--- config.mk ---
export PLATFORM = sky130hd
export DESIGN_NAME = cmvc_core
export DESIGN_NICKNAME = d
export VERILOG_FILES = /design/src/design/cmvc_pkg.sv /design/src/design/cmvc_edge_sync.sv /design/src/design/cmvc_core.sv
export SDC_FILE = /design/constraint.sdc
export NUM_CORES = 1
export LEC_CHECK = 0
export BUFFER_PORTS_ARGS = -buffer_cell sky130_fd_sc_hd__buf_4
export CAP_MARGIN = 5
export CORE_MARGIN = 3
export CORE_UTILIZATION = 50
export CTS_CLUSTER_SIZE = 14
export DETAILED_ROUTE_END_ITERATION = 10
export PLACE_DENSITY = 0.81
export SYNTH_ARGS = -nofsm -noshare
export SYNTH_HDL_FRONTEND = slang
export SYNTH_SLANG_ARGS = --single-unit
--- constraint.sdc ---
create_clock -name clk_in -period 2 [get_ports clk_in]
set_clock_uncertainty 0.05 [all_clocks]
set_input_delay 0.2 -clock clk_in [delete_from_list [all_inputs] [get_ports clk_in]]
set_output_delay 0.2 -clock clk_in [all_outputs]
set_load 0.05 [all_outputs]
--- src/design/cmvc_pkg.sv ---
// constants and types shared by the call mode and vector control block
`default_nettype none
package cmvc_pkg;
  // stack bank select register
  localparam int SBS_W = 4;
  localparam int SBS_MODE_BIT = 3;
  localparam logic [3:0] SBS_RESET = 4'h8;
  localparam logic [3:0] SBS_LEGACY = 4'h8;
  localparam logic [3:0] SBS_EXTENDED = 4'h0;

  // program memory map
  localparam int PM_ADDR_W = 16;
  localparam logic [15:0] RESET_VEC_ADDR = 16'h0000;
  localparam logic [15:0] INT_VEC_BASE = 16'h0002;
  localparam logic [15:0] INT_VEC_LAST = 16'h000D;
  localparam logic [2:0] NUM_INT_VEC = 3'h6;
  localparam logic [15:0] TABLE_BASE = 16'h0020;
  localparam logic [15:0] TABLE_LAST = 16'h007F;
  localparam logic [5:0] TABLE_ENTRIES = 6'h30;

  // vector byte layout: first byte carries flags and high address bits
  localparam int VEC_MBE_BIT = 7;
  localparam int VEC_RBE_BIT = 6;
  localparam int START_ADDR_W = 14;

  // stacking and call timing
  localparam logic [1:0] PUSH_BYTES_LEGACY = 2'h2;
  localparam logic [1:0] PUSH_BYTES_EXTENDED = 2'h3;
  localparam logic [2:0] CALL_CYC_LEGACY = 3'h3;
  localparam logic [2:0] CALL_CYC_EXTENDED = 3'h4;
  localparam logic [2:0] FAST_CYC_LEGACY = 3'h2;
  localparam logic [2:0] FAST_CYC_EXTENDED = 3'h3;

  // noise filter time and its cycle count
  localparam int CLK_PERIOD_NS = 100;
  localparam int NOISE_FILTER_NS = 1000;
  localparam int NOISE_FILTER_CYC = (NOISE_FILTER_NS + CLK_PERIOD_NS - 1) / CLK_PERIOD_NS;

  // pin positions on the synchroniser
  localparam int PIN_BOTH = 0;
  localparam int PIN_FILT = 1;
  localparam int PIN_ASYNC = 2;
  localparam int PIN_RISE = 3;
  localparam int PIN_KEY0 = 4;
  localparam int PIN_TIMER = 12;
  localparam int PIN_N = 13;

  // request flag positions
  localparam int FLAG_BOTH = 0;
  localparam int FLAG_FILT = 1;
  localparam int FLAG_ASYNC = 2;
  localparam int FLAG_RISE = 3;
  localparam int FLAG_KEY = 4;
  localparam int FLAG_N = 5;

  typedef enum logic [2:0] {
    KIND_NONE, KIND_CALL, KIND_FAST_CALL, KIND_ABS_CALL, KIND_ABS_BRANCH, KIND_RETURN, KIND_TABLE_CALL
  } cmvc_kind_e;

  typedef enum logic [1:0] {ENTRY_TWO_BYTE, ENTRY_THREE_BYTE, ENTRY_PAIR_ONE_BYTE} cmvc_entry_e;

  typedef enum logic [1:0] {PUR_RESET, PUR_INT, PUR_TABLE} cmvc_purpose_e;
endpackage : cmvc_pkg
`default_nettype wire

--- src/design/cmvc_edge_sync.sv ---
// two-stage synchroniser with edge detection per pin
`default_nettype none
module cmvc_edge_sync #(
  parameter int WIDTH = 1
) (
  // clock and reset
  input wire logic clk_in,
  input wire logic rst_in,
  // raw pins
  input wire logic [WIDTH-1:0] pin_in,
  // synchronised level and edges
  output logic [WIDTH-1:0] level_out,
  output logic [WIDTH-1:0] rise_out,
  output logic [WIDTH-1:0] fall_out
);
  logic [WIDTH-1:0] meta;
  logic [WIDTH-1:0] sync;
  logic [WIDTH-1:0] prev;

  for (genvar i = 0; i < WIDTH; i++) begin : g_bit
    logic next_meta;
    logic next_sync;
    logic next_prev;
    // meta feeds only sync; edges look at sync and prev
    always_comb begin
      next_meta = pin_in[i];
      next_sync = meta[i];
      next_prev = sync[i];
    end
    always_ff @(posedge clk_in) begin
      if (rst_in) begin
        meta[i] <= 1'b0;
        sync[i] <= 1'b0;
        prev[i] <= 1'b0;
      end else begin
        meta[i] <= next_meta;
        sync[i] <= next_sync;
        prev[i] <= next_prev;
      end
    end
    assign level_out[i] = sync[i];
    assign rise_out[i] = sync[i] & ~prev[i];
    assign fall_out[i] = ~sync[i] & prev[i];
  end
endmodule : cmvc_edge_sync
`default_nettype wire

--- src/design/cmvc_core.sv ---
// call mode control, vector and table fetch, and edge input flags
`default_nettype none
module cmvc_core #(
  parameter int FILTER_CYC = cmvc_pkg::NOISE_FILTER_CYC
) (
  // clock and reset
  input wire logic clk_in,
  input wire logic rst_in,
  // stack bank select register
  input wire logic sbs_wr_in,
  input wire logic [3:0] sbs_wdata_in,
  output logic [3:0] sbs_rdata_out,
  output logic extended_mode_out,
  // instruction requests
  input wire logic instr_valid_in,
  input wire cmvc_pkg::cmvc_kind_e instr_kind_in,
  input wire logic [15:0] ret_pc_in,
  input wire logic [5:0] table_index_in,
  input wire cmvc_pkg::cmvc_entry_e entry_kind_in,
  output logic exec_ok_out,
  output logic unavailable_out,
  output logic [1:0] push_count_out,
  output logic [1:0] pop_count_out,
  output logic [23:0] push_data_out,
  output logic [2:0] call_cycles_out,
  // interrupt acceptance
  input wire logic int_accept_in,
  input wire logic [2:0] int_vector_in,
  // program memory
  output logic pm_rd_out,
  output logic [15:0] pm_addr_out,
  input wire logic pm_ack_in,
  input wire logic [7:0] pm_data_in,
  // vector and table results
  output logic busy_out,
  output logic vector_load_out,
  output logic vector_is_reset_out,
  output logic [13:0] start_addr_out,
  output logic rbe_out,
  output logic mbe_out,
  output logic table_valid_out,
  output logic [7:0] table_byte0_out,
  output logic [7:0] table_byte1_out,
  output cmvc_pkg::cmvc_entry_e table_kind_out,
  // edge inputs and their controls
  input wire logic both_edge_interrupt_input_in,
  input wire logic filtered_edge_interrupt_input_in,
  input wire logic filter_enable_in,
  input wire logic filtered_edge_sel_in,
  input wire logic async_edge_interrupt_input_in,
  input wire logic async_edge_sel_in,
  input wire logic rising_testable_input_in,
  input wire logic [7:0] key_return_inputs_in,
  input wire logic timer_event_input_in,
  input wire logic event_count_sel_in,
  input wire logic event_edge_sel_in,
  // request flags
  input wire logic [4:0] flag_clear_in,
  output logic [4:0] flags_out,
  output logic timer_event_pulse_out
);
  typedef enum logic [1:0] {ST_IDLE, ST_ISSUE, ST_WAIT} cmvc_state_e;

  logic [12:0] pins;
  logic [12:0] lvl;
  logic [12:0] rise;
  logic [12:0] fall;
  cmvc_state_e state, next_state;
  cmvc_pkg::cmvc_purpose_e purpose, next_purpose;
  cmvc_pkg::cmvc_entry_e kind_lat, next_kind_lat;
  logic phase, next_phase;
  logic [15:0] base, next_base;
  logic [7:0] byte0, next_byte0;
  logic [3:0] next_sbs;
  logic next_ext;
  logic next_exec_ok, next_unavail;
  logic [1:0] next_push, next_pop;
  logic [23:0] next_push_data;
  logic [2:0] next_cycles;
  logic next_pm_rd;
  logic [15:0] next_pm_addr;
  logic next_busy, next_vload, next_vreset, next_rbe, next_mbe, next_tvalid;
  logic [13:0] next_start;
  logic [7:0] next_tb0, next_tb1;
  cmvc_pkg::cmvc_entry_e next_tkind;
  logic filt_state, filt_prev, next_filt_state;
  logic [7:0] filt_cnt, next_filt_cnt;
  logic [4:0] flag_set, next_flags;
  logic next_timer;
  logic ext_now;

  assign pins = {timer_event_input_in, key_return_inputs_in, rising_testable_input_in,
                 async_edge_interrupt_input_in, filtered_edge_interrupt_input_in, both_edge_interrupt_input_in};
  assign ext_now = ~sbs_rdata_out[cmvc_pkg::SBS_MODE_BIT];

  cmvc_edge_sync #(.WIDTH(cmvc_pkg::PIN_N)) u_sync (
    .clk_in(clk_in),
    .rst_in(rst_in),
    .pin_in(pins),
    .level_out(lvl),
    .rise_out(rise),
    .fall_out(fall)
  );

  // mode register, whole nibble written at once
  always_comb begin
    next_sbs = sbs_wr_in ? sbs_wdata_in : sbs_rdata_out;
    next_ext = ~next_sbs[cmvc_pkg::SBS_MODE_BIT];
  end

  always_ff @(posedge clk_in) begin
    if (rst_in) begin
      sbs_rdata_out <= cmvc_pkg::SBS_RESET;
      extended_mode_out <= 1'b0;
    end else begin
      sbs_rdata_out <= next_sbs;
      extended_mode_out <= next_ext;
    end
  end

  // instruction handling and vector/table fetch sequencer
  always_comb begin
    next_state = state;
    next_purpose = purpose;
    next_kind_lat = kind_lat;
    next_phase = phase;
    next_base = base;
    next_byte0 = byte0;
    next_exec_ok = 1'b0;
    next_unavail = 1'b0;
    next_push = push_count_out;
    next_pop = pop_count_out;
    next_push_data = push_data_out;
    next_cycles = call_cycles_out;
    next_pm_rd = 1'b0;
    next_pm_addr = pm_addr_out;
    next_vload = 1'b0;
    next_vreset = vector_is_reset_out;
    next_start = start_addr_out;
    next_rbe = rbe_out;
    next_mbe = mbe_out;
    next_tvalid = 1'b0;
    next_tb0 = table_byte0_out;
    next_tb1 = table_byte1_out;
    next_tkind = table_kind_out;
    case (state)
      ST_IDLE: begin
        if (int_accept_in && int_vector_in < cmvc_pkg::NUM_INT_VEC) begin
          next_purpose = cmvc_pkg::PUR_INT;
          next_base = cmvc_pkg::INT_VEC_BASE + {12'h000, int_vector_in, 1'b0};
          next_phase = 1'b0;
          next_state = ST_ISSUE;
        end else if (instr_valid_in) begin
          next_push = 2'h0;
          next_pop = 2'h0;
          next_cycles = 3'h0;
          // extra byte carries pc bits above the 14 held in two bytes
          next_push_data = {ext_now ? {6'h00, ret_pc_in[15:14]} : 8'h00, 2'b00, ret_pc_in[13:0]};
          case (instr_kind_in)
            cmvc_pkg::KIND_CALL: begin
              next_exec_ok = 1'b1;
              next_push = ext_now ? cmvc_pkg::PUSH_BYTES_EXTENDED : cmvc_pkg::PUSH_BYTES_LEGACY;
              next_cycles = ext_now ? cmvc_pkg::CALL_CYC_EXTENDED : cmvc_pkg::CALL_CYC_LEGACY;
            end
            cmvc_pkg::KIND_FAST_CALL: begin
              next_exec_ok = 1'b1;
              next_push = ext_now ? cmvc_pkg::PUSH_BYTES_EXTENDED : cmvc_pkg::PUSH_BYTES_LEGACY;
              next_cycles = ext_now ? cmvc_pkg::FAST_CYC_EXTENDED : cmvc_pkg::FAST_CYC_LEGACY;
            end
            cmvc_pkg::KIND_ABS_CALL: begin
              next_exec_ok = ext_now;
              next_unavail = ~ext_now;
              next_push = ext_now ? cmvc_pkg::PUSH_BYTES_EXTENDED : 2'h0;
            end
            cmvc_pkg::KIND_ABS_BRANCH: begin
              next_exec_ok = ext_now;
              next_unavail = ~ext_now;
            end
            cmvc_pkg::KIND_RETURN: begin
              next_exec_ok = 1'b1;
              next_pop = ext_now ? cmvc_pkg::PUSH_BYTES_EXTENDED : cmvc_pkg::PUSH_BYTES_LEGACY;
            end
            cmvc_pkg::KIND_TABLE_CALL: begin
              if (table_index_in < cmvc_pkg::TABLE_ENTRIES) begin
                next_purpose = cmvc_pkg::PUR_TABLE;
                next_base = cmvc_pkg::TABLE_BASE + {9'h000, table_index_in, 1'b0};
                next_phase = 1'b0;
                next_state = ST_ISSUE;
              end else begin
                next_unavail = 1'b1;
              end
            end
            default: begin
              next_push = 2'h0;
            end
          endcase
        end
      end
      ST_ISSUE: begin
        next_pm_rd = 1'b1;
        next_pm_addr = base + {15'h0000, phase};
        next_state = ST_WAIT;
      end
      ST_WAIT: begin
        if (pm_ack_in) begin
          if (!phase) begin
            next_byte0 = pm_data_in;
            next_kind_lat = entry_kind_in;
            next_phase = 1'b1;
            next_state = ST_ISSUE;
          end else begin
            next_state = ST_IDLE;
            if (purpose == cmvc_pkg::PUR_TABLE) begin
              next_tvalid = 1'b1;
              next_tb0 = byte0;
              next_tb1 = pm_data_in;
              next_tkind = kind_lat;
            end else begin
              next_vload = 1'b1;
              next_vreset = (purpose == cmvc_pkg::PUR_RESET);
              next_start = {byte0[5:0], pm_data_in};
              next_rbe = byte0[cmvc_pkg::VEC_RBE_BIT];
              next_mbe = byte0[cmvc_pkg::VEC_MBE_BIT];
            end
          end
        end
      end
      default: begin
        next_state = ST_IDLE;
      end
    endcase
    next_busy = (next_state != ST_IDLE);
  end

  always_ff @(posedge clk_in) begin
    if (rst_in) begin
      state <= ST_ISSUE;
      purpose <= cmvc_pkg::PUR_RESET;
      base <= cmvc_pkg::RESET_VEC_ADDR;
      phase <= 1'b0;
      kind_lat <= cmvc_pkg::ENTRY_TWO_BYTE;
      byte0 <= 8'h00;
      exec_ok_out <= 1'b0;
      unavailable_out <= 1'b0;
      push_count_out <= 2'h0;
      pop_count_out <= 2'h0;
      push_data_out <= 24'h000000;
      call_cycles_out <= 3'h0;
      pm_rd_out <= 1'b0;
      pm_addr_out <= 16'h0000;
      busy_out <= 1'b1;
      vector_load_out <= 1'b0;
      vector_is_reset_out <= 1'b0;
      start_addr_out <= 14'h0000;
      rbe_out <= 1'b0;
      mbe_out <= 1'b0;
      table_valid_out <= 1'b0;
      table_byte0_out <= 8'h00;
      table_byte1_out <= 8'h00;
      table_kind_out <= cmvc_pkg::ENTRY_TWO_BYTE;
    end else begin
      state <= next_state;
      purpose <= next_purpose;
      base <= next_base;
      phase <= next_phase;
      kind_lat <= next_kind_lat;
      byte0 <= next_byte0;
      exec_ok_out <= next_exec_ok;
      unavailable_out <= next_unavail;
      push_count_out <= next_push;
      pop_count_out <= next_pop;
      push_data_out <= next_push_data;
      call_cycles_out <= next_cycles;
      pm_rd_out <= next_pm_rd;
      pm_addr_out <= next_pm_addr;
      busy_out <= next_busy;
      vector_load_out <= next_vload;
      vector_is_reset_out <= next_vreset;
      start_addr_out <= next_start;
      rbe_out <= next_rbe;
      mbe_out <= next_mbe;
      table_valid_out <= next_tvalid;
      table_byte0_out <= next_tb0;
      table_byte1_out <= next_tb1;
      table_kind_out <= next_tkind;
    end
  end

  // noise filter: level must hold FILTER_CYC cycles before it is taken
  always_comb begin
    next_filt_state = filt_state;
    next_filt_cnt = 8'h00;
    if (!filter_enable_in) begin
      next_filt_state = lvl[cmvc_pkg::PIN_FILT];
    end else if (lvl[cmvc_pkg::PIN_FILT] != filt_state) begin
      if (filt_cnt >= 8'(FILTER_CYC - 1)) begin
        next_filt_state = lvl[cmvc_pkg::PIN_FILT];
      end else begin
        next_filt_cnt = filt_cnt + 8'h01;
      end
    end
  end

  // edge events into sticky flags, set wins over clear
  always_comb begin
    flag_set[cmvc_pkg::FLAG_BOTH] = rise[cmvc_pkg::PIN_BOTH] | fall[cmvc_pkg::PIN_BOTH];
    flag_set[cmvc_pkg::FLAG_FILT] = filtered_edge_sel_in ? (~filt_state & filt_prev)
                                                          : (filt_state & ~filt_prev);
    flag_set[cmvc_pkg::FLAG_ASYNC] = async_edge_sel_in ? fall[cmvc_pkg::PIN_ASYNC]
                                                        : rise[cmvc_pkg::PIN_ASYNC];
    flag_set[cmvc_pkg::FLAG_RISE] = rise[cmvc_pkg::PIN_RISE];
    flag_set[cmvc_pkg::FLAG_KEY] = |fall[cmvc_pkg::PIN_KEY0 +: 8];
    next_flags = (flags_out & ~flag_clear_in) | flag_set;
    next_timer = event_count_sel_in & (event_edge_sel_in ? fall[cmvc_pkg::PIN_TIMER]
                                                           : rise[cmvc_pkg::PIN_TIMER]);
  end

  always_ff @(posedge clk_in) begin
    if (rst_in) begin
      filt_state <= 1'b0;
      filt_prev <= 1'b0;
      filt_cnt <= 8'h00;
      flags_out <= 5'h00;
      timer_event_pulse_out <= 1'b0;
    end else begin
      filt_state <= next_filt_state;
      filt_prev <= filt_state;
      filt_cnt <= next_filt_cnt;
      flags_out <= next_flags;
      timer_event_pulse_out <= next_timer;
    end
  end

  // checks
  property p_mode_follow;
    @(posedge clk_in) disable iff (rst_in) sbs_wr_in |=> extended_mode_out == ~$past(sbs_wdata_in[3]);
  endproperty
  a_mode_follow: assert property (p_mode_follow) else $error("mode does not follow bit 3");
  property p_push_bytes;
    @(posedge clk_in) disable iff (rst_in) (state == ST_IDLE && !int_accept_in && instr_valid_in
      && instr_kind_in == cmvc_pkg::KIND_CALL) |=> exec_ok_out && push_count_out == ($past(ext_now) ? 2'h3 : 2'h2);
  endproperty
  a_push_bytes: assert property (p_push_bytes) else $error("wrong push byte count");
  property p_abs_refused;
    @(posedge clk_in) disable iff (rst_in) (state == ST_IDLE && !int_accept_in && instr_valid_in && !ext_now
      && instr_kind_in inside {cmvc_pkg::KIND_ABS_CALL, cmvc_pkg::KIND_ABS_BRANCH}) |=> unavailable_out && !exec_ok_out;
  endproperty
  a_abs_refused: assert property (p_abs_refused) else $error("absolute instruction ran in legacy mode");
  property p_fast_cycles;
    @(posedge clk_in) disable iff (rst_in) (state == ST_IDLE && !int_accept_in && instr_valid_in
      && instr_kind_in == cmvc_pkg::KIND_FAST_CALL) |=> call_cycles_out == ($past(ext_now) ? 3'h3 : 3'h2);
  endproperty
  a_fast_cycles: assert property (p_fast_cycles) else $error("wrong fast call cycles");
  property p_reset_mode;
    @(posedge clk_in) rst_in |=> sbs_rdata_out[3] && !extended_mode_out;
  endproperty
  a_reset_mode: assert property (p_reset_mode) else $error("reset did not select legacy mode");
  property p_reset_fetch;
    @(posedge clk_in) disable iff (rst_in) $fell(rst_in) |=> pm_rd_out && pm_addr_out == 16'h0000;
  endproperty
  a_reset_fetch: assert property (p_reset_fetch) else $error("reset vector not fetched");
  property p_int_addr;
    @(posedge clk_in) disable iff (rst_in) (state == ST_IDLE && int_accept_in && int_vector_in < 3'h6)
      |=> ##1 pm_rd_out && pm_addr_out >= 16'h0002 && pm_addr_out <= 16'h000D;
  endproperty
  a_int_addr: assert property (p_int_addr) else $error("interrupt vector address out of range");
  property p_table_addr;
    @(posedge clk_in) disable iff (rst_in) (state == ST_ISSUE && purpose == cmvc_pkg::PUR_TABLE)
      |=> pm_rd_out && pm_addr_out >= 16'h0020 && pm_addr_out <= 16'h007F;
  endproperty
  a_table_addr: assert property (p_table_addr) else $error("table address out of range");
  property p_table_bytes;
    @(posedge clk_in) disable iff (rst_in) table_valid_out |-> table_byte1_out == $past(pm_data_in) && $past(pm_ack_in);
  endproperty
  a_table_bytes: assert property (p_table_bytes) else $error("table entry bytes wrong");
  property p_both_edges;
    @(posedge clk_in) disable iff (rst_in) (rise[0] || fall[0]) |=> flags_out[0];
  endproperty
  a_both_edges: assert property (p_both_edges) else $error("both-edge flag missed");
  property p_rise_flag;
    @(posedge clk_in) disable iff (rst_in) rise[3] |=> flags_out[3];
  endproperty
  a_rise_flag: assert property (p_rise_flag) else $error("rising testable flag missed");
  property p_key_flag;
    @(posedge clk_in) disable iff (rst_in) (|fall[11:4]) |=> flags_out[4];
  endproperty
  a_key_flag: assert property (p_key_flag) else $error("key flag missed");
  property p_timer_pulse;
    @(posedge clk_in) disable iff (rst_in) (event_count_sel_in && !event_edge_sel_in && rise[12]) |=> timer_event_pulse_out;
  endproperty
  a_timer_pulse: assert property (p_timer_pulse) else $error("timer event pulse missed");
endmodule : cmvc_core
`default_nettype wire

## Word level (Yosys, flattened, before mapping)

Cells that the tools add are included.

- Register bits: 176
- Input bits: 71
- Output and inout port bits: 99
- Logic and storage cells: 207

- $add $sub $neg: 4
- Magnitude comparators: 3
- Equal/unequal tests: 16
- Muxes and demuxes: 42
- Bitwise logic cells: 50
- Reduce and logical (&&, ||, !) cells: 22

Operator list:

| kind | count |
|---|---|
| $mux W16 | 4 |
| $not A1 Y1 | 28 |
| $mux W2 | 12 |
| $and A1 B1 Y1 | 18 |
| $mux W1 | 18 |
| $add A16 B1 Y16 | 1 |
| $reduce_and A4 Y1 | 3 |
| $reduce_or A4 Y1 | 3 |
| $reduce_bool A2 Y1 | 5 |
| $eq A3 B3 Y1 const B | 3 |
| $add A6 B7 Y8 const A | 1 |
| $add A8 B1 Y8 const B | 1 |
| $ge A8 B4 Y1 const B | 1 |
| $reduce_or A8 Y1 | 1 |
| $eq A3 B2 Y1 const B | 2 |
| $lt A6 B6 Y1 const B | 1 |
| $ne A3 B3 Y1 const B | 2 |
| $pmux W1 S2 | 3 |
| $pmux W2 S3 | 1 |
| $pmux W3 S2 | 1 |
| $reduce_and A3 Y1 | 2 |
| $add A2 B4 Y5 const A | 1 |
| $and A5 B5 Y5 | 1 |
| $not A5 Y5 | 1 |
| 19 further kinds | 23 |

## Depth between registers and ports, before layout

Gate-level depths: netlist (run 1).

- Depth after elaboration: 7
- Gate-level depth with buffers: 6
- Depth with buffers taken out: 6

## By module

A second synthesis (run 1) with hierarchy kept.

- Cells, all modules: 622
- Area, all modules: 5,736.8 um^2

Modules (own cells, without submodules):

| module | times used | cells an instance | area each (um^2) | sequential area each (um^2) |
|---|---|---|---|---|
| cmvc_core | 1 | 501 | 4,401.7 | 2,302.2 |
| cmvc_edge_sync | 1 | 121 | 1,335.0 | 780.7 |

## Worst setup path before layout (run 1)

OpenSTA, ideal clock, no wires.

- Path type: register -> register
- Start: reg filt_cnt[1]
- End: reg filt_state
- Library setup time: 0.125 ns
- Arrival: 1.533 ns
- Required time: 1.825 ns
- Setup slack: 0.291 ns
- Cell stages (with the launch flop): 7
- Path buffers: 0
- Clock period less this slack: 1.709 ns
- Cell sequence: dfxtp_1 > inv_1 > ha_1 > or3b_2 > a211oi_2 > mux2i_1 > nor2_2

- Cells in the longest elaborated chain, start to end: 3

RTL lines:

| element | RTL line | source |
|---|---|---|
| start: declaration | cmvc_core.sv:87 | `logic [7:0] filt_cnt, next_filt_cnt;` |
| start signal: assignment | cmvc_core.sv:328 | `filt_cnt <= next_filt_cnt;` |
| $ge A8 B4 Y1 | cmvc_core.sv:296 | `if (filt_cnt >= 8'(FILTER_CYC - 1)) begin` |
| $ne A2 B1 Y1 (no line) | -- |  |
| $reduce_and A2 Y1 (no line) | -- |  |
| end signal: assignment | cmvc_core.sv:326 | `filt_state <= next_filt_state;` |
| end: declaration | cmvc_core.sv:86 | `logic filt_state, filt_prev, next_filt_state;` |

Every way passes these cells.
A chain may end at the register's enable or synchronous reset.

## Worst setup path in the final report (run 1)

- Start: reg state[0]
- End: reg push_data_out[8]

- Cells in the longest elaborated chain, start to end: 2

RTL lines:

| element | RTL line | source |
|---|---|---|
| start: declaration | cmvc_core.sv:68 | `cmvc_state_e state, next_state;` |
| start signal: assignment | cmvc_core.sv:262 | `state <= next_state;` |
| $logic_not A2 Y1 | cmvc_core.sv:146 | `case (state)` |
| $reduce_and A3 Y1 (no line) | -- |  |
| end signal: assignment | cmvc_core.sv:272 | `push_data_out <= next_push_data;` |
| end: declaration | cmvc_core.sv:24 | `output logic [23:0] push_data_out,` |

Every way passes these cells.

==> metrics.md, run 1 <==
| Metric | Value |
|---|---|
| Outcome | finished clean |
| Cell Int Power | between 5000 and 6000 µW |
| Psw | between 1500 and 2000 µW |
| TritonCTS clock tree | done |
| Final core utilization | 0.767 |
| Largest net degree at the start of global routing | just under 70 |
| Core ar. | 10500 µm² |
| EDFF count, synth | 0 |
| Latest clock arrival within the worst-skew pair | 0.52 ns |
| F_max | about 520 MHz |
| Max_slew headroom | 0.504 |
| Worst Hold Class | input pin to flop |
| Setup TNS | 0 ns |
| First-pass GRT wire length | ~24000 µm |
| Switching share of power | 0.235 |
| Synth top area share | 0.562 |
| Number of I/O port buffers | between 150 and 200 |
| Fin cells | between 900 and 1000 |
| Leakage power | approximately 0.0034 µW |
| Clock-pin slew on the worst setup and hold paths | around 0.060 ns |
| Crit path time final | 1.93 ns |
| Vias | 4981 |
| Die width | 110 µm |
| VDD IR max | roughly 0.73 mV |
| Placed instance count | just under 900 |
| Post-synthesis cell type count | 47 |
| ANT nets after route | 0 |
| Setup CP Type | flop to flop |
| Syn Inst Count | roughly 620 |
| Area Overhead vs Synth | 47.2% |
| Sink Count | 153 |
| CTS buffer count | 17 |
| Asr flop ratio synth | 0 |
| Most frequent cells in the layout | buf_4 (159), nand2_1 (156), dfxtp_1 (151) |
| DR iter-0 viols | roughly 290 |
| Nets | 913 |
| Die Ht | roughly 110 µm |
| Die area | about 12000 µm² |
| Pins Over Slew Limit | 0 |
| Slew @ Worst Pin | roughly 0.74 ns |
| Drt pass-1 iters | 4 |
| CTS root buffer | clkbuf_8 |
| Finish-stage setup viols | 0 |
| Final WL | about 15000 µm |
| Logic pwr share | 0.099 |
| Drt drc | 0 |
| Sequential fraction of the synthesis area | 0.562 |
| Period utilization | 0.964 |
| Hpwl dp | about 9000 µm |
| CP Data Required Time | around 2.4 ns |
| Initial antenna violation count | 1 |
| Rows | 37 |
| Synth Warn # | 0 |
| Vias per cell | just over 5 |
| Startpoint class of the critical path | flop |
| Hold slack | just under 0.06 ns |
| Yosys reg bits | between 150 and 200 |
| Gr usage total | 0.246 |
| Initial Utilization | 0.521 |
| Worst setup EP type | flop |
| Wire length per cell | 15.2 µm |
| Pwr dens | a little over 900 nW/µm² |
| Largest cells by area after synthesis | dfxtp_1 (56%), nand2_1 (11%), a21oi_1 (8.0%) |
| Placer Congestion | 0.808 |
| Via count of the first global-routing pass | about 5000 |
| Max-cap violation count | 0 |
| CP max FO | 23 |
| Top-level port count | 170 |
| Clock share of power | 0.470 |
| CTS Buffer Depth | 2 |
| WP data arrival | about 2.3 ns |
| Netlist Area Pre-Place | approximately 5500 µm² |
| Synth Area per Inst | between 8 and 9 µm² |
| Flop pwr share | 0.431 |
| H-tree Lvls | 4 |
| Hold Fails Final Rpt | 0 |
| Cell taking the most area after synthesis | dfxtp_1 |
| Most common cell after layout, fill and taps aside | buf_4 |
| Share of cells above drive strength 1 | 0.239 |
| Main synth FF type | dfxtp_1 |
| GRT Residual Overflow | 0 |
[power by group through the flow]
stage / registers (µW) / logic [µW] / clock network [µW]
floorplan: 3340 / 298 / 0
detailed placement: 3240 / 593 / 0
global route: 3190 / 781 / 3640
global placement: 3240 / 582 / 0
CTS: 3180 / 709 / 3490
finish: 3180 / 732 / 3470
[critical path: stages, from the launching register on]
cell and delay [ns]:
dfxtp_2 0.35, nor3b_4 0.23, buf_4 0.16, nand2_1 0.05, buf_4 0.22, nand2_1 0.10
a21oi_1 0.06, dlygate4sd3_1 0.58
[repair_timing]
item | in CTS | in global routing
endpoints found under the hold margin | 79 | 0
hold buffers | 72 | 0
setup endpoints to repair | 0 | 10
gates resized for setup | 0 | 5
setup buffers | 0 | 1
[path summary, 6_finish.rpt]
path	slack, ns	startpoint	depth (start not counted)	end
setup reg to reg	0.07	state[0]	7	push_data_out[8]
hold reg to reg	0.39	u_sync.g_bit[11].next_sync	1	u_sync.g_bit[11].next_prev
setup / recovery	0.07	state[0]	7	push_data_out[8]
hold / removal	0.06	event_edge_sel_in	4	timer_event_pulse_out
[Yosys cell counts, types with 2 or more instances]
library cell    n
nand3_1        10
buf_1           2
a21oi_1        87
inv_1          18
nand2b_1        8
a32o_1          5
nand3b_1        9
xnor2_1         3
mux2i_1         4
nor3b_2         2
dfxtp_1       153
and2_1          2
buf_2          14
nand2_1       156
a31oi_1         2
nor2_2          2
and3_1          2
o21ai_0         2
clkbuf_1       18
ha_1            5
nand4b_1        2
a221oi_1        4
buf_4          18
nor2_1         29
nor2b_1        39
[sequential cells by signal, indices dropped and copies added (netlist names), 3 cells and up]
signal and flops:
push_data_out 16, start_addr_out 14, u_sync.g_bit.next_prev 13, u_sync.g_bit.next_sync 13, u_sync.prev 12, byte0 8, filt_cnt 8, pm_addr_out 8
table_byte0_out 8, table_byte1_out 8, base 7, flags_out 5, sbs_rdata_out 4, call_cycles_out 3
[logic make-up after synthesis]
family / Yosys count / synth area share
AOI/OAI and AO/OA: 110 / 0.115
xor gates and xnor gates: 4 / 0.00643
adders and majority gates: 5 / 0.0115
buffers and inverters: 70 / 0.0638
DFF: 153 / 0.562
muxes: 5 / 0.00941
other: 1 / 0.000688
and+or+nand+nor: 270 / 0.231
[per-layer routing]
metal,up-vias,track usage,share of wire
li1,2415,-,-
met1,2294,0.272,0.38
met2,213,0.424,0.51
met3,59,0.0685,0.063
met4,0,0.136,0.050
met5,-,0,0
[through the flow]
step	instance area (µm²)	worst slack, ns	power (µW)
after global routing	8030	-0.0215	7610
after CTS	8000	0.0448	7380
after detailed placement	6630	0.134	3840
final	8030	0.0721	7380
after floorplan	5520	0.291	3640
after global placement	6630	0.264	3820
[cell type report]
type / count / area, µm²
timing repair buffer: 233 / 1950
tap: 136 / 170
multi-input combinational: 414 / 2130
clock inverter: 13 / 219
inverter: 18 / 67.6
fill: 700 / 2430
antenna: 1 / 2.50
clock buffer: 19 / 432
sequential: 153 / 3070
Power figures use the tool's default switching activity.
==> inputs of run 2 (changes only) <==
--- a/config.mk
+++ b/config.mk
@@ -8,10 +8,10 @@
 export BUFFER_PORTS_ARGS = -buffer_cell sky130_fd_sc_hd__buf_4
 export CAP_MARGIN = 5
 export CORE_MARGIN = 3
-export CORE_UTILIZATION = 50
+export CORE_UTILIZATION = 46
 export CTS_CLUSTER_SIZE = 14
 export DETAILED_ROUTE_END_ITERATION = 10
-export PLACE_DENSITY = 0.81
+export PLACE_DENSITY = 0.79
 export SYNTH_ARGS = -nofsm -noshare
 export SYNTH_HDL_FRONTEND = slang
 export SYNTH_SLANG_ARGS = --single-unit
==> constraint.sdc (replaced) <==
create_clock -name clk_in -period 1.7 [get_ports clk_in]
set_clock_uncertainty 0.05 [all_clocks]
set_input_delay 0.17 -clock clk_in [delete_from_list [all_inputs] [get_ports clk_in]]
set_output_delay 0.17 -clock clk_in [all_outputs]
set_load 0.05 [all_outputs]
==> run 2 against run 1 <==
- sequential power increased by 18%
- highest routed layer unchanged
- non-clock buffer count is 14 lower
- clock power grew 5%
- core utilization is 8.9 points lower
- worst hold slack got worse by 0.037 ns
- final area is 2.7% lower
- critical path type unchanged
- combinational power rose by 11%
- critical endpoint is now filt_state
- register-to-register slack worse by 0.03 ns
- final cell count fell by 0.91%
- global-route usage down 3.9 points
==> metrics.md, run 2 (synthesis results as in run 1) <==
| Metric | Value |
|---|---|
| Share of cells above drive strength 1 | 0.257 (+0.0187) |
| Pins Over Slew Limit | 0 (unchanged) |
| Die Ht | 115 µm (+4.0%) |
| ANT nets after route | 0 (unchanged) |
| Initial Utilization | 0.473 (-0.0477) |
| Drt drc | 0 (unchanged) |
| H-tree Lvls | 4 (unchanged) |
| Final WL | 13700 µm (-8.9%) |
| GRT Residual Overflow | 0 (unchanged) |
| Finished Cell Area | 7810 µm² (-2.7%) |
| Worst setup EP type | flop |
| Initial antenna violation count | 0 (-1) |
| Hold Fails Final Rpt | 0 (unchanged) |
| Wire length per cell | 14.0 µm (-8.1%) |
| Largest net degree at the start of global routing | 55 (-19%) |
| FF-to-FF setup slack | 0.05 ns (-0.03 ns) |
| Max_slew headroom | 0.662 (+0.158) |
| F_max | 605 MHz (+17%) |
| CP max FO | 4 (-83%) |
| Die area | 13200 µm² (+8.2%) |
| Worst Hold Class | input pin to flop |
| Vias per cell | 4.94 (-2.0%) |
| Min-Delay Endpoint | base[5] |
| Setup CP Type | flop to flop |
| CP Data Required Time | 1.96 ns (-0.39 ns) |
| CTS Buffer Depth | 2 (unchanged) |
| Leakage power | 0.00324 µW (-3.4%) |
| DR iter-0 viols | 334 (+16%) |
| Gr usage total | 0.207 (-0.0388) |
| Final setup margin | 0.0461 ns (-0.0261 ns) |
| Top-level port count | 170 (unchanged) |
| Startpoint class of the critical path | flop |
| Die width | 115 µm (+4.0%) |
| Most frequent cells in the layout | buf_4 (169), nand2_1 (156), dfxtp_1 (151) |
| Reg2reg start | filt_cnt[0] |
| Power consumption | 8180 µW (+11%) |
| Hold slack | 0.0210 ns (-0.0369 ns) |
| Drt pass-1 iters | 4 (unchanged) |
| Placed inst area | 6700 µm² (+1.2%) |
| Worst Reg-to-Reg Cells | 6 (-1) |
| Number of I/O port buffers | 153 (unchanged) |
| Outcome | finished clean |
| Largest regs | push_data_out x16, start_addr_out x14 |
| Crit path time final | 1.65 ns (-0.274 ns) |
| Finish-stage setup viols | 0 (unchanged) |
| Nets | 899 (-1.5%) |
| Rows | 39 (+5.4%) |
| Hpwl dp | 9050 µm (+1.6%) |
| Largest Register | push_data_out |
| Sink Count | 153 (unchanged) |
| Max reg flops | 16 (unchanged) |
| Hold wc startpoint | table_index_in[4] |
| Area Overhead vs Synth | 43.3% |
| CTS buffer count | 17 (unchanged) |
| TritonCTS clock tree | done |
| Latest clock arrival within the worst-skew pair | 0.42 ns (-0.10 ns) |
| CTS root buffer | clkbuf_16 |
| Core ar. | 11500 µm² (+10%) |
| Via count of the first global-routing pass | 4738 (-5.2%) |
| R2r endpoint | filt_state |
| Clock-pin slew on the worst setup and hold paths | 0.06 ns (about the same) |
| Period utilization | 0.973 (+0.00896) |
| Setup TNS | 0 ns (unchanged) |
| Pre-CTS WS | -0.0536 ns (-0.188 ns) |
| Number of cells on the worst hold path | 3 (-1) |
| Slew @ Worst Pin | 0.507 ns (-0.234 ns) |
| Placer Congestion | 0.772 (-4.5%) |
| Antenna Diode Count | 0 (-1) |
| WP data arrival | 1.91 ns (-0.37 ns) |
| VDD IR max | 0.801 mV (+10%) |
| Most common cell after layout, fill and taps aside | buf_4 |
| Max-cap violation count | 0 (unchanged) |
| First-pass GRT wire length | 21800 µm (-10%) |
| Vias | 4836 (-2.9%) |
| Pwr dens | 1050 nW/µm² (+14%) |
-- run 2: cell types whose count changed in the layout (fill, tap and decap cells not counted), sizes merged --
| cell | delta |
|---|---|
| clkinvlp | +4 |
| clkbuf | +2 |
| buf | +9 |
| dlygate4sd3 | -23 |
| clkinv | -4 |
| bufinv | -3 |
| diode | -1 |
-- run 2: how the worst max path moves through the flow --
stage / start / endpoint / slack, ns
detailed placement: filt_cnt[0] / filt_state / -0.05
global route: filt_cnt[0] / filt_state / -0.0006
floorplan: filt_cnt[1] / filt_state / 0.03
CTS: filt_cnt[0] / filt_state / 0.005
global placement: filt_cnt[1] / filt_state / 0.03
finish: filt_cnt[0] / filt_state / 0.05
-- run 2: final cells by class --
cell class	instances	area, µm²
fill	877	3700
sequential	153	3070
multi-input combinational	414	2140
timing repair buffer	219	1780
clock buffer	21	460
tap	143	179
clock inverter	10	120
inverter	18	67.6
-- run 2: report_power, final --
| part | switching, µW | internal [µW] |
|---|---|---|
| clock network | 1410 | 2230 |
| logic | 470 | 338 |
| registers | 54.9 | 3680 |
| total | 1930 | 6250 |
-- run 2: timing repair --
action | 4_1_cts | 5_1_grt
setup endpoints to repair | 1 | 4
hold buffers | 49 | 0
hold endpoints to repair | 65 | 0
gates resized for setup | 3 | 8
pin swaps | 1 | 1
buffers inserted | 0 | 1
-- run 2: worst max-delay path: stages (launching register included) --
cell      delay, ns
dfxtp_4        0.36
inv_2          0.07
ha_4           0.13
or3b_4         0.38
a211oi_4       0.25
mux2i_1        0.26
nor2_2         0.05
-- run 2: layer usage --
layer  global-route usage  wire [µm]  vias up
li1                     -          -     2388
met1                0.236       5550     2253
met2                0.357       6950      159
met5                    0          0        -
met4                0.110        480        0
met3               0.0526        696       36
-- run 2: metrics by stage --
stage | std cells | util
final | 978 | 0.678
after global routing | 978 | 0.678
after detailed placement | 897 | 0.582
after floorplan | 637 | -
after global placement | 897 | 0.582
after CTS | 977 | 0.676
==> inputs of run 3 (changes only) <==
--- a/config.mk
+++ b/config.mk
@@ -11,7 +11,8 @@
 export CORE_UTILIZATION = 46
 export CTS_CLUSTER_SIZE = 14
 export DETAILED_ROUTE_END_ITERATION = 10
-export PLACE_DENSITY = 0.79
+export PLACE_DENSITY = 0.78
 export SYNTH_ARGS = -nofsm -noshare
 export SYNTH_HDL_FRONTEND = slang
+export SYNTH_HIERARCHICAL = 1
 export SYNTH_SLANG_ARGS = --single-unit
==> run 3 against run 2 <==
- core utilization fell by 0.30 points
- total power fell by 5.2%
- clock power fell by 12%
- non-clock buffer count rose by 3
- worst hold slack improved by 0.0041 ns
- maximum frequency rose by 0.40%
- synthesized cell count fell by 3.4%
- global-route usage fell by 0.48 points
- first-iteration DRC count fell by 26%
- clock-buffer cell count rose by 6
- routed wire length fell by 0.33%
- synthesized area rose by 1.8%
- critical path type unchanged
- critical endpoint unchanged
- largest cell class unchanged
- largest power group unchanged
- highest routed layer unchanged
==> metrics.md, run 3 <==
| Metric | Value |
|---|---|
| Outcome | finished clean |
| Reg2reg start | filt_cnt[1] |
| Period utilization | 0.969 (-0.00384) |
| VDD IR max | 0.628 mV (-22%) |
| Slew @ Worst Pin | 0.518 ns (+0.0105 ns) |
| Die Ht | 116 µm (+0.83%) |
| Largest net degree at the start of global routing | 49 (-11%) |
| Gr usage total | 0.202 (-0.00485) |
| F_max | 607 MHz (+0.40%) |
| Clock share of power | 0.411 (-0.033) |
| Setup TNS | 0 ns (unchanged) |
| R2r endpoint | filt_state |
| H-tree Lvls | 4 (unchanged) |
| CTS root buffer | clkbuf_16 |
| Crit path time final | 1.65 ns (-0.00653 ns) |
| Worst setup EP type | flop |
| Die area | 13400 µm² (+1.7%) |
| ANT nets after route | 0 (unchanged) |
| Wire length per cell | 14.2 µm (+1.3%) |
| Final core utilization | 0.675 (-0.00301) |
| CP max FO | 3 (-1) |
| Worst Hold Class | input pin to flop |
| Psw | 1830 µW (-5.1%) |
| Drt pass-1 iters | 4 (unchanged) |
| Logic pwr share | 0.108 (+0.009) |
| Largest regs | push_data_out x16, start_addr_out x14 |
| Sink Count | 153 (unchanged) |
| Max_slew headroom | 0.653 (-0.00905) |
| FF-to-FF setup slack | 0.05 ns (about the same) |
| Clock-pin slew on the worst setup and hold paths | 0.05 ns (about the same) |
| Max reg flops | 16 (unchanged) |
| Rows | 39 (unchanged) |
| Finished Cell Area | 7840 µm² (+0.40%) |
| Largest Register | push_data_out |
| TritonCTS clock tree | done |
| Synth Warn # | 6 (+6) |
| Initial antenna violation count | 0 (unchanged) |
| Via count of the first global-routing pass | 4667 (-1.5%) |
| Cell Int Power | 5930 µW (-5.2%) |
| Vias | 4734 (-2.1%) |
| Latest clock arrival within the worst-skew pair | 0.41 ns (about the same) |
| Core ar. | 11600 µm² (+0.85%) |
| Finish-stage setup viols | 0 (unchanged) |
| Top-level port count | 170 (unchanged) |
| First-pass GRT wire length | 21500 µm (-1.6%) |
| Placed inst area | 6830 µm² (+1.8%) |
| Final WL | 13600 µm (-0.33%) |
| Hold Fails Final Rpt | 0 (unchanged) |
| Hpwl dp | 8890 µm (-1.8%) |
| Power consumption | 7760 µW (-5.2%) |
| Pins Over Slew Limit | 0 (unchanged) |
| Leakage power | 0.00330 µW (+1.8%) |
| WP data arrival | 1.90 ns (about the same) |
| Worst Setup EP | filt_state |
| Nets | 882 (-1.9%) |
| DR iter-0 viols | 246 (-26%) |
| Placer Congestion | 0.782 (+1.3%) |
| Worst Reg-to-Reg Cells | 6 (unchanged) |
| Placed instance count | 879 (-2.0%) |
| RSZ-0062 raised after global routing | yes |
| GRT Residual Overflow | 0 (unchanged) |
| Startpoint class of the critical path | flop |
| Die width | 116 µm (+0.83%) |
| Syn Inst Count | 597 (-3.4%) |
| Most common cell after layout, fill and taps aside | buf_4 |
| Crit path from | filt_cnt[1] |
| Flop pwr share | 0.481 (+0.024) |
| Most frequent cells in the layout | buf_4 (168), dfxtp_1 (151), nand2_1 (116) |
| Vias per cell | 4.92 (-0.48%) |
| Fin cells | 962 (-1.6%) |
| CTS Buffer Depth | 2 (unchanged) |
| Share of cells above drive strength 1 | 0.263 (+0.00535) |
| Setup CP Type | flop to flop |
| Synth Area per Inst | 9.29 µm² (+5.3%) |
| Initial Utilization | 0.478 (+0.00432) |
| Number of I/O port buffers | 153 (unchanged) |
| CP Data Required Time | 1.95 ns (about the same) |
| CTS buffer count | 17 (unchanged) |
| Area Overhead vs Synth | 41.4% |
| Switching share of power | 0.236 (about the same) |
| Drt drc | 0 (unchanged) |
| Pwr dens | 989 nW/µm² (-5.6%) |
| Netlist Area Pre-Place | 5550 µm² (+1.8%) |
| Max-cap violation count | 0 (unchanged) |
[run 3: metrics by stage]
step,setup WS [ns],hold slack [ns]
global route,-0.0198,0.0153
CTS,0.0360,0.00422
floorplan,0.0165,0.197
global placement,0.0240,0.330
detailed placement,-0.0730,0.335
finish,0.0526,0.0252
[run 3: cell type report]
type / count / area, µm²
clock buffers: 27 / 473
diodes: 1 / 2.50
repair buffers: 222 / 1840
multi-input cells: 404 / 2230
well taps: 143 / 179
flip-flops and latches: 153 / 3070
fillers: 864 / 3770
clock inverters: 4 / 20.0
inverters: 8 / 30.0
[run 3: metal layers]
metal | up-vias | GRT usage | share of wire
met5 | - | 0 | 0
met1 | 2201 | 0.226 | 0.41
li1 | 2327 | - | -
met2 | 178 | 0.358 | 0.49
met3 | 28 | 0.0569 | 0.071
met4 | 0 | 0.0897 | 0.022
[run 3: power groups by stage]
stage          clock (µW)  sequential, µW  combinational (µW)
2_1_floorplan           0            3930                 375
3_3_place_gp            0            3800                 715
3_5_place_dp            0            3810                 732
4_1_cts              3270            3730                 827
5_1_grt              3420            3740                 895
6_report             3190            3740                 837
[run 3: worst min path at each step]
| stage | endpoint | start | depth (start not counted) | slack, ns |
|---|---|---|---|---|
| final | base[3] | int_vector_in[2] | 3 | 0.03 |
| after global placement | u_sync/g_bit[3].next_sync | rising_testable_input_in | 2 | 0.33 |
| after floorplan | state[1] | rst_in | 1 | 0.20 |
| after global routing | sbs_rdata_out[1] | sbs_wr_in | 3 | 0.02 |
| after detailed placement | u_sync/g_bit[7].next_sync | key_return_inputs_in[3] | 2 | 0.33 |
| after CTS | sbs_rdata_out[0] | sbs_wr_in | 3 | 0.004 |
[run 3: worst max-delay path, cell delays in order (launching register included)]
cell and delay [ns]:
dfxtp_2 0.34, inv_2 0.05, ha_2 0.16, or3b_4 0.40, a211oi_4 0.28, mux2i_1 0.21, nor2_1 0.05
[run 3: what timing repair did]
item                                    4_1_cts  5_1_grt
endpoints found under the setup margin        3        3
resized for setup                             2        4
pin swaps                                     1        3
hold buffers                                 50        0
hold endpoints to repair                     66        0
setup buffers                                 0        1
